==> src/dcc_pkg.sv <==
// Constants and types shared by the DSP core control block
package dcc_pkg;

  // Register indices on the control port (word addresses)
  localparam logic [7:0] CORE_CTRL_ADDR  = 8'h00;
  localparam logic [7:0] MOD_SIZE_ADDR   = 8'h01;
  localparam logic [7:0] SL_ADDR_BASE    = 8'h10;
  localparam logic [7:0] SL_DATA_BASE    = 8'h18;
  localparam int         SL_PAIRS        = 5;

  // Core control field positions
  localparam int BIT_SO_EN      = 14;
  localparam int BIT_SLEW_MUTED = 13;
  localparam int BIT_TGT_ZERO   = 12;
  localparam int BIT_RUN        = 9;
  localparam int BIT_MULT_ZERO  = 8;
  localparam int BIT_DMEM_INIT  = 7;
  localparam int BIT_IN_ZERO    = 6;
  localparam int BIT_SL_TARGET  = 5;
  localparam int BIT_SL_PARAM   = 4;
  localparam int PLEN_LSB       = 0;

  // Values after reset
  localparam logic [15:0] CORE_CTRL_RST = 16'h4000;
  localparam logic [15:0] MOD_SIZE_RST  = 16'h0028;

  // Data memory geometry
  localparam int          MOD_UNIT_WORDS  = 512;
  localparam int          DMEM_WORDS      = 20480;
  localparam int          DMEM_AW         = 15;
  localparam logic [15:0] MOD_BLOCKS_MAX  = 16'h0028;

  // Program length codes and their instruction counts
  typedef enum logic [1:0] {
    DCC_PLEN_FULL    = 2'b00,
    DCC_PLEN_HALF    = 2'b01,
    DCC_PLEN_QUARTER = 2'b10
  } dcc_plen_t;
  localparam logic [11:0] PLEN_FULL_STEPS    = 12'ha00;
  localparam logic [11:0] PLEN_HALF_STEPS    = 12'h500;
  localparam logic [11:0] PLEN_QUARTER_STEPS = 12'h280;

  // Safeload sequencer states
  typedef enum logic [1:0] {
    DCC_SL_IDLE = 2'b00,
    DCC_SL_WAIT = 2'b01,
    DCC_SL_COPY = 2'b10
  } dcc_sl_state_t;

  // One safeload write toward the target or parameter RAM
  typedef struct packed {
    logic        we;
    logic        to_param;
    logic [15:0] addr;
    logic [31:0] data;
  } dcc_sl_wr_t;

  // Zeroing write into data memory during initialisation
  typedef struct packed {
    logic               we;
    logic [DMEM_AW-1:0] addr;
  } dcc_dmem_clr_t;

endpackage : dcc_pkg

==> src/dcc_core_ctrl.sv <==
// DSP core control, safeload sequencer and modulo data RAM addressing
// What this block does
// - Bit 14 resets high, enables third and fourth serial outputs; 0 off.
// - Bit 13 sets when slew RAM mute completes; a read clears it.
// - While bit 12 is set all target RAM locations act as zero.
// - Bit 9 low holds accumulators and serial outputs at zero; resets low.
// - Bit 8 high forces the multiplier input to zero.
// - Bit 7 zeroes all data memory then clears itself.
// - Bit 6 high forces all DSP input channels to zero.
// - Bit 5 starts safeload into target RAM, self-clearing when done.
// - Bit 4 starts safeload into parameter RAM, self-clearing when done.
// - Only pairs written since the last safeload are copied.
// - Safeload address zero is the first location of the destination RAM.
// - Program length code 00 gives 2560, 01 gives 1280, 10 gives 640.
// - Modulo pointer advances at the end of every sample period.
// - Modulo size counts 512-word units, resets to full 20480 words.
// - Modulo region starts at zero; addresses above are not offset.
`timescale 1ns/100ps
module dcc_core_ctrl
  import dcc_pkg::*;
#(
  parameter int SL_DATA_W = 32
) (
  // Clock and reset
  input  wire logic               ref_clk_i,
  input  wire logic               reset_n_i,
  // Control port register access
  input  wire logic               reg_wr_i,
  input  wire logic               reg_rd_i,
  input  wire logic [7:0]         reg_addr_i,
  input  wire logic [31:0]        reg_wdata_i,
  output logic      [31:0]        reg_rdata_o,
  // Core sequencer events
  input  wire logic               sample_end_i,
  input  wire logic               slew_mute_done_i,
  // Data path controls
  output logic                    serial_out_third_en_o,
  output logic                    serial_out_fourth_en_o,
  output logic                    target_zero_o,
  output logic                    clear_regs_o,
  output logic                    mult_zero_o,
  output logic                    input_zero_o,
  output logic      [11:0]        prog_steps_o,
  // Data memory zeroing and modulo address translation
  output dcc_dmem_clr_t           dmem_clr_o,
  input  wire logic [DMEM_AW-1:0] core_addr_i,
  output logic      [DMEM_AW-1:0] dmem_addr_o,
  // Safeload writes toward target or parameter RAM
  output dcc_sl_wr_t              sl_wr_o
);

  logic [15:0]          ctrl;
  logic [15:0]          mod_size;
  logic [15:0]          sl_addr [SL_PAIRS];
  logic [31:0]          sl_data [SL_PAIRS];
  logic [SL_PAIRS-1:0]  sl_written;
  logic [DMEM_AW-1:0]   mod_ptr;
  logic [DMEM_AW-1:0]   clr_cnt;
  logic                 clr_done;
  dcc_sl_state_t        sl_state;
  logic [2:0]           sl_idx;
  logic                 sl_to_param;
  logic                 sl_done;
  logic                 wr_ctrl;
  logic                 rd_ctrl;
  logic [DMEM_AW-1:0]   mod_len;

  // Size of modulo region in words; 0 or oversize means the whole memory
  function automatic logic [DMEM_AW-1:0] mod_words(input logic [15:0] blk);
    logic [15:0] b;
    b = (blk == 16'h0000 || blk > MOD_BLOCKS_MAX) ? MOD_BLOCKS_MAX : blk;
    return DMEM_AW'(b * 16'(MOD_UNIT_WORDS));
  endfunction : mod_words

  // Wrap a pointer-offset address back inside the modulo region
  function automatic logic [DMEM_AW-1:0] mod_add(
    input logic [DMEM_AW-1:0] a,
    input logic [DMEM_AW-1:0] b,
    input logic [DMEM_AW-1:0] len
  );
    logic [DMEM_AW:0] s;
    s = {1'b0, a} + {1'b0, b};
    if (s >= {1'b0, len}) begin
      s = s - {1'b0, len};
    end
    return s[DMEM_AW-1:0];
  endfunction : mod_add

  assign wr_ctrl = reg_wr_i && (reg_addr_i == CORE_CTRL_ADDR);
  assign rd_ctrl = reg_rd_i && (reg_addr_i == CORE_CTRL_ADDR);
  assign mod_len = mod_words(mod_size);

  // Control register; hardware clears start bits, mute flag set wins
  always_ff @(posedge ref_clk_i or negedge reset_n_i) begin
    if (!reset_n_i) begin
      ctrl <= CORE_CTRL_RST;
    end else begin
      if (wr_ctrl) begin
        ctrl[BIT_SO_EN]     <= reg_wdata_i[BIT_SO_EN];
        ctrl[BIT_TGT_ZERO]  <= reg_wdata_i[BIT_TGT_ZERO];
        ctrl[BIT_RUN]       <= reg_wdata_i[BIT_RUN];
        ctrl[BIT_MULT_ZERO] <= reg_wdata_i[BIT_MULT_ZERO];
        ctrl[BIT_IN_ZERO]   <= reg_wdata_i[BIT_IN_ZERO];
        ctrl[PLEN_LSB+1:PLEN_LSB] <= reg_wdata_i[PLEN_LSB+1:PLEN_LSB];
      end
      // A write of 1 starts an operation; its completion clears it
      if (wr_ctrl && reg_wdata_i[BIT_DMEM_INIT]) begin
        ctrl[BIT_DMEM_INIT] <= 1'b1;
      end else if (clr_done) begin
        ctrl[BIT_DMEM_INIT] <= 1'b0;
      end
      if (wr_ctrl && reg_wdata_i[BIT_SL_TARGET]) begin
        ctrl[BIT_SL_TARGET] <= 1'b1;
      end else if (sl_done && !sl_to_param) begin
        ctrl[BIT_SL_TARGET] <= 1'b0;
      end
      if (wr_ctrl && reg_wdata_i[BIT_SL_PARAM]) begin
        ctrl[BIT_SL_PARAM] <= 1'b1;
      end else if (sl_done && sl_to_param) begin
        ctrl[BIT_SL_PARAM] <= 1'b0;
      end
      if (slew_mute_done_i) begin
        ctrl[BIT_SLEW_MUTED] <= 1'b1;
      end else if (rd_ctrl) begin
        ctrl[BIT_SLEW_MUTED] <= 1'b0;
      end
    end
  end

  // Modulo size register
  always_ff @(posedge ref_clk_i or negedge reset_n_i) begin
    if (!reset_n_i) begin
      mod_size <= MOD_SIZE_RST;
    end else if (reg_wr_i && reg_addr_i == MOD_SIZE_ADDR) begin
      mod_size <= reg_wdata_i[15:0];
    end
  end

  // Safeload pairs and their written markers; a fresh write beats a clear
  always_ff @(posedge ref_clk_i or negedge reset_n_i) begin
    if (!reset_n_i) begin
      sl_written <= '0;
      for (int i = 0; i < SL_PAIRS; i++) begin
        sl_addr[i] <= 16'h0000;
        sl_data[i] <= 32'h0000_0000;
      end
    end else begin
      for (int i = 0; i < SL_PAIRS; i++) begin
        if (sl_state == DCC_SL_COPY && sl_idx == 3'(i)) begin
          sl_written[i] <= 1'b0;
        end
        if (reg_wr_i && reg_addr_i == SL_ADDR_BASE + 8'(i)) begin
          sl_addr[i]    <= reg_wdata_i[15:0];
          sl_written[i] <= 1'b1;
        end
        if (reg_wr_i && reg_addr_i == SL_DATA_BASE + 8'(i)) begin
          sl_data[i]    <= reg_wdata_i;
          sl_written[i] <= 1'b1;
        end
      end
    end
  end

  // Safeload sequencer: waits for a sample boundary, then copies pairs
  always_ff @(posedge ref_clk_i or negedge reset_n_i) begin
    if (!reset_n_i) begin
      sl_state    <= DCC_SL_IDLE;
      sl_idx      <= 3'h0;
      sl_to_param <= 1'b0;
      sl_done     <= 1'b0;
    end else begin
      sl_done <= 1'b0;
      case (sl_state)
        DCC_SL_IDLE: begin
          // Target transfer is served first when both are requested
          if (ctrl[BIT_SL_TARGET] && !sl_done) begin
            sl_to_param <= 1'b0;
            sl_state    <= DCC_SL_WAIT;
          end else if (ctrl[BIT_SL_PARAM] && !sl_done) begin
            sl_to_param <= 1'b1;
            sl_state    <= DCC_SL_WAIT;
          end
        end
        DCC_SL_WAIT: begin
          if (sample_end_i) begin
            sl_idx   <= 3'h0;
            sl_state <= DCC_SL_COPY;
          end
        end
        DCC_SL_COPY: begin
          if (sl_idx == 3'(SL_PAIRS - 1)) begin
            sl_done  <= 1'b1;
            sl_state <= DCC_SL_IDLE;
          end else begin
            sl_idx <= sl_idx + 3'h1;
          end
        end
        default: sl_state <= DCC_SL_IDLE;
      endcase
    end
  end

  // Safeload write out; address passes unchanged, so 0 is the first word
  always_ff @(posedge ref_clk_i or negedge reset_n_i) begin
    if (!reset_n_i) begin
      sl_wr_o <= '0;
    end else begin
      sl_wr_o.we       <= (sl_state == DCC_SL_COPY) &&
                          sl_written[sl_idx];
      sl_wr_o.to_param <= sl_to_param;
      sl_wr_o.addr     <= sl_addr[sl_idx];
      sl_wr_o.data     <= SL_DATA_W'(sl_data[sl_idx]);
    end
  end

  // Data memory zeroing sweep, one word per cycle
  always_ff @(posedge ref_clk_i or negedge reset_n_i) begin
    if (!reset_n_i) begin
      clr_cnt    <= '0;
      clr_done   <= 1'b0;
      dmem_clr_o <= '0;
    end else begin
      clr_done      <= 1'b0;
      dmem_clr_o.we <= 1'b0;
      if (ctrl[BIT_DMEM_INIT] && !clr_done) begin
        dmem_clr_o.we   <= 1'b1;
        dmem_clr_o.addr <= clr_cnt;
        if (clr_cnt == DMEM_AW'(DMEM_WORDS - 1)) begin
          clr_cnt  <= '0;
          clr_done <= 1'b1;
        end else begin
          clr_cnt <= clr_cnt + 1'b1;
        end
      end
    end
  end

  // Modulo pointer steps once per sample, wrapping at the region size
  always_ff @(posedge ref_clk_i or negedge reset_n_i) begin
    if (!reset_n_i) begin
      mod_ptr <= '0;
    end else if (mod_ptr >= mod_len) begin
      mod_ptr <= '0;
    end else if (sample_end_i) begin
      mod_ptr <= mod_add(mod_ptr, DMEM_AW'(1), mod_len);
    end
  end

  // Address translation; the non-modulo region bypasses the pointer
  always_ff @(posedge ref_clk_i or negedge reset_n_i) begin
    if (!reset_n_i) begin
      dmem_addr_o <= '0;
    end else if (core_addr_i < mod_len) begin
      dmem_addr_o <= mod_add(core_addr_i, mod_ptr, mod_len);
    end else begin
      dmem_addr_o <= core_addr_i;
    end
  end

  // Data path controls straight from the control register
  assign serial_out_third_en_o  = ctrl[BIT_SO_EN];
  assign serial_out_fourth_en_o = ctrl[BIT_SO_EN];
  assign target_zero_o          = ctrl[BIT_TGT_ZERO];
  assign clear_regs_o           = !ctrl[BIT_RUN];
  assign mult_zero_o            = ctrl[BIT_MULT_ZERO];
  assign input_zero_o           = ctrl[BIT_IN_ZERO];

  // Program length; the reserved code 11 falls back to the full program
  always_ff @(posedge ref_clk_i or negedge reset_n_i) begin
    if (!reset_n_i) begin
      prog_steps_o <= PLEN_FULL_STEPS;
    end else begin
      case (dcc_plen_t'(ctrl[PLEN_LSB+1:PLEN_LSB]))
        DCC_PLEN_HALF:    prog_steps_o <= PLEN_HALF_STEPS;
        DCC_PLEN_QUARTER: prog_steps_o <= PLEN_QUARTER_STEPS;
        default:          prog_steps_o <= PLEN_FULL_STEPS;
      endcase
    end
  end

  // Read data, one cycle after the read strobe; unmapped reads return 0
  always_ff @(posedge ref_clk_i or negedge reset_n_i) begin
    if (!reset_n_i) begin
      reg_rdata_o <= 32'h0000_0000;
    end else if (reg_rd_i) begin
      reg_rdata_o <= 32'h0000_0000;
      if (reg_addr_i == CORE_CTRL_ADDR) begin
        reg_rdata_o[15:0] <= ctrl & 16'h73f3;
      end else if (reg_addr_i == MOD_SIZE_ADDR) begin
        reg_rdata_o[15:0] <= mod_size;
      end
      for (int i = 0; i < SL_PAIRS; i++) begin
        if (reg_addr_i == SL_ADDR_BASE + 8'(i)) begin
          reg_rdata_o[15:0] <= sl_addr[i];
        end
        if (reg_addr_i == SL_DATA_BASE + 8'(i)) begin
          reg_rdata_o <= sl_data[i];
        end
      end
    end
  end

endmodule : dcc_core_ctrl

==> config.mk <==
export PLATFORM = sky130hd
export DESIGN_NAME = dcc_core_ctrl
export DESIGN_NICKNAME = d
export VERILOG_FILES = /design/src/dcc_pkg.sv /design/src/dcc_core_ctrl.sv
export SDC_FILE = /design/constraint.sdc
export NUM_CORES = 1
export LEC_CHECK = 0
export BUFFER_PORTS_ARGS = -buffer_cell sky130_fd_sc_hd__buf_2
export CAP_MARGIN = 10
export CORE_AREA = 8 8 225 248
export DETAILED_ROUTE_END_ITERATION = 16
export DIE_AREA = 0 0 233 256
export PLACE_DENSITY = 0.69
export SLEW_MARGIN = 10
export SYNTH_ARGS = -nofsm -noshare
export SYNTH_HDL_FRONTEND = slang
export SYNTH_SLANG_ARGS = --single-unit
==> constraint.sdc <==
create_clock -name ref_clk_i -period 8.35 [get_ports ref_clk_i]
set_input_delay 0 -clock ref_clk_i [delete_from_list [all_inputs] [get_ports ref_clk_i]]
set_output_delay 0 -clock ref_clk_i [all_outputs]
set_load 0.01 [all_outputs]
==> flow_summary_export.csv <==
group,metric,value,unit
synthesis,synth_warnings,0,
pwr,power-per-cell-area,240,mW/mm2
pwr,clkPwrFrac,0.359,
drt,via_count,16616,
setup_path,crit_type,"register to register",
pwr,combPwrFrac,0.232,
timing,period_share,0.503,
floorplan,die-area,0.0596,mm2
cells_and_area,final_common_cell,"dfrtp_1",
pwr,intPower,4.09,mW
synthesis,synth-seq-cells,427,
synthesis,synthTopCellsByArea,"dfrtp_1, mux2_2, mux2i_1",
synthesis,synth_top_family_by_area,"multiplexers",
cts,cts_tree,"done",
synthesis,muxShareOfSynthArea,0.199,
timing,fin_crit,4200,ps
drt,wl_per_cell,22.8,um
cells_and_area,multiInputGateArea,0.0101,mm2
drt,drt-vias-per-instance,5.90,
timing,rsz0062_at_grt,"no",
cells_and_area,drive_gt1_frac,0.282,
timing,relSlewSlack,0.154,
setup_path,cpPeakStageDelay,450,ps
timing,finalSetupViolCount,0,
setup_path,critPathArrivalTime,4660,ps
grt,grt_first_pass_wirelength,100000,um
timing,timing.final.ws_setup,4150,ps
setup_path,crit_path_max_fanout,7,
setup_path,path_cells,"ha_1, inv_1, fa_1, nor2b_1, o211ai_1, a22oi_1, a21oi_1, nor2_1, nor2_1, xnor2_1, ha_1, nor2b_1, o21ai_0, nand2b_1, o311ai_1, o211ai_2, a221o_1",
min_path,hold_path_class,"primary input to register",
pwr,p_switching,1.90,mW
synthesis,syn_area_per_cell,11.1,um2
pwr,sw_frac_of_total,0.317,
floorplan,die_w,233,um
synthesis,synth_top_area_frac,0.494,
synthesis,synth_compound_area_frac,0.129,
setup_path,crit_path_start_kind,"register",
cts,cts-root-buf,"clkbuf_16",
placed_design,place_ws,4180,ps
setup_path,worst_path_max_delay_cell,"o311ai_1",
cts,clock_path_buffers,3,
drt,dr.pass1.iters,6,
cells_and_area,ff_latch_area,0.0107,mm2
placed_design,placed_area,0.0228,mm2
timing,fmax,238,MHz
synthesis,ys.flop_type,"dfrtp_1",
placed_design,place.port_buffers,184,
grt,grt-ovfl-total,0,
cts,cts_sinks,427,
cells_and_area,fillers,4610,
pwr,peakVddDrop,0.175,mV
job,timing.max_cap.violations,0,
setup_path,crit_required,8810,ps
pwr,power_frac_seq,0.409,
drt,wl,64300,um
timing,setup-tns-final,0,ps
cts,cts_buffers,45,
synthesis,seq_area_frac_synth,0.500,
grt,antenna_found_initial,4,
floorplan,core,0.0519,mm2
drt,antenna_left,0,
synthesis,synth_fa_ha_area_frac,0.0285,
cells_and_area,post-route-cell-area,0.0250,mm2
floorplan,ios,192,
pwr,p_leak,11.9,nW
synthesis,async_flop_share,1.00,
floorplan,die_h,256,um
grt,grt_max_degree,123,
timing,finalMaxSlewViolations,0,
timing,clock_skew,31.6,ps
placed_design,place_congestion,0.857,
placed_design,dp_hpwl,40400,um
drt,drc,0,
synthesis,yosysUniqueCellTypes,83,
grt,grt_use_total,0.212,
cts,cts_setup_buffers,0,
timing,hold_violations,0,
synthesis,postSynthCellCount,1926,
grt,grt_pass1_vias,17176,
timing,worst_slew_pin_slew,1270,ps
floorplan,initial_utilization,0.413,
cts,cts_max_level,2,
cts,path_clk_slew,60,ps
synthesis,synth_top_area_cell,"dfrtp_1",
setup_path,end_kind,"register",
cells_and_area,area_growth,16.8,%
cells_and_area,finalNetCount,2210,
run_status,status,"finished, final reports clean",
cells_and_area,mostFrequentLayoutCells,"dfrtp_1, mux2_2, buf_2",
floorplan,std_cell_rows,88,
synthesis,synth_edf_count,0,
drt,drt-initial-drc-count,1432,
cts,clk_latency,590,ps
synthesis,yosys.area_share.simple,0.0927,
synthesis,synthXorXnorAreaFrac,0.0180,
synthesis,syn_area,0.0214,mm2
-- repair_timing --
action / 4_1_cts / 5_1_grt
gates resized for setup: 0 / 0
hold endpoints to repair: 416 / 0
hold buffers: 57 / 0
-- path summary, 6_finish.rpt --
| check | cells after the start | slack, ps | start | endpoint |
|---|---|---|---|---|
| worst min register to register | 0 | 440 | sl_to_param$_DFFE_PN0P_ | sl_wr_o[48]$_DFF_PN0_ |
| min in group asynchronous | 2 | 100 | reset_n_i | sl_wr_o[27]$_DFF_PN0_ |
| worst max-delay path | 17 | 4150 | mod_ptr[0]$_DFFE_PN0P_ | dmem_addr_o[9]$_DFF_PN0_ |
| worst max register to register | 17 | 4150 | mod_ptr[0]$_DFFE_PN0P_ | dmem_addr_o[9]$_DFF_PN0_ |
| max in group asynchronous | 3 | 6460 | reset_n_i | sl_idx[0]$_DFFE_PN0P_ |
| worst min-delay path | 5 | 90 | reg_addr_i[1] | sl_written[4]$_DFFE_PN0P_ |
-- power by group through the flow --
stage | Combinational [mW] | Sequential [mW] | Clock [mW]
after floorplan | 0.940 | 2.43 | 0
after global placement | 1.31 | 2.47 | 0
after detailed placement | 1.34 | 2.48 | 0
after CTS | 1.39 | 2.45 | 2.20
after global routing | 1.53 | 2.47 | 2.28
final | 1.39 | 2.45 | 2.15
-- synth_stat cells (all sizes together) (5+ instances only) --
library cell	number
dfstp	5
a221oi	10
nor3	20
a211oi	6
xnor2	29
and4	8
a21oi	55
o311ai	13
o211a	8
a31oi	74
a222oi	16
and3	9
and2	10
nand2	166
a221o	5
buf	43
a22oi	25
nand3	29
ha	43
o211ai	5
mux2	275
nor2	147
nor3b	5
xor2	15
mux2i	114
clkbuf	98
o221a	8
nand2b	5
nor2b	9
o22ai	70
nand4	11
o21ai	69
nor4	6
a21o	7
inv	32
dfrtp	422
-- area by class of cell --
class	instances	share of cell area
Sequential cell	427	0.428
Multi-Input combinational cell	1330	0.402
Timing Repair Buffer	266	0.0676
Clock buffer	65	0.0525
Tap cell	675	0.0338
Clock inverter	17	0.0108
Inverter	34	0.00511
Antenna cell	1	0.000100
-- stage by stage --
step                      cells  utilization  total power, mW  hold slack (ps)
after global placement     2675        0.440             3.79              157
after CTS                  2814        0.482             6.03             44.3
final                      2815        0.482             5.99             89.6
after global routing       2814        0.482             6.28             74.2
after floorplan            1932            -             3.37             -296
after detailed placement   2675        0.440             3.83              169
-- per-layer routing --
metal / track usage / up-vias / part of all wire
met2: 0.352 / 691 / 0.48
li1: - / 7418 / -
met4: 0.0977 / 8 / 0.042
met1: 0.263 / 8323 / 0.40
met3: 0.0421 / 176 / 0.069
met5: 0 / - / 0.00082
-- logic make-up (layout without fill, tap and decap cells) --
family / count (synthesis) / after routing
other: 1 / 8
buffers and inverters: 175 / 382
multiplexers: 390 / 390
adder cells (fa/ha/maj): 48 / 48
AND/OR/NAND/NOR: 439 / 439
flip-flops: 427 / 427
XOR/XNOR: 44 / 44
AO/OA/AOI/OAI: 402 / 402
-- registers in the layout (all words and copies together) (netlist names) --
name and count:
clr_cnt 15, clr_done 1, ctrl 7, dmem_addr_o 15
dmem_clr_o 16, input_zero_o 1, mod_ptr 15, mod_size 16
mult_zero_o 1, prog_steps_o 4, reg_rdata_o 32, serial_out_fourth_en_o 1
sl_addr 80, sl_data 160, sl_done 1, sl_idx 3
sl_state 2, sl_to_param 1, sl_wr_o 50, sl_written 5
target_zero_o 1
-- critical path, delay by kind of cell, from the launching register on --
kind | cells | cell delay, ps
XOR/XNOR | 1 | 180
buffers and inverters | 1 | 50
AO/OA/AOI/OAI | 7 | 1880
AND/OR/NAND/NOR | 5 | 600
adder cells (fa/ha/maj) | 3 | 940
flip-flops | 1 | 440
Note: power is estimated with default switching activity, not from simulation.
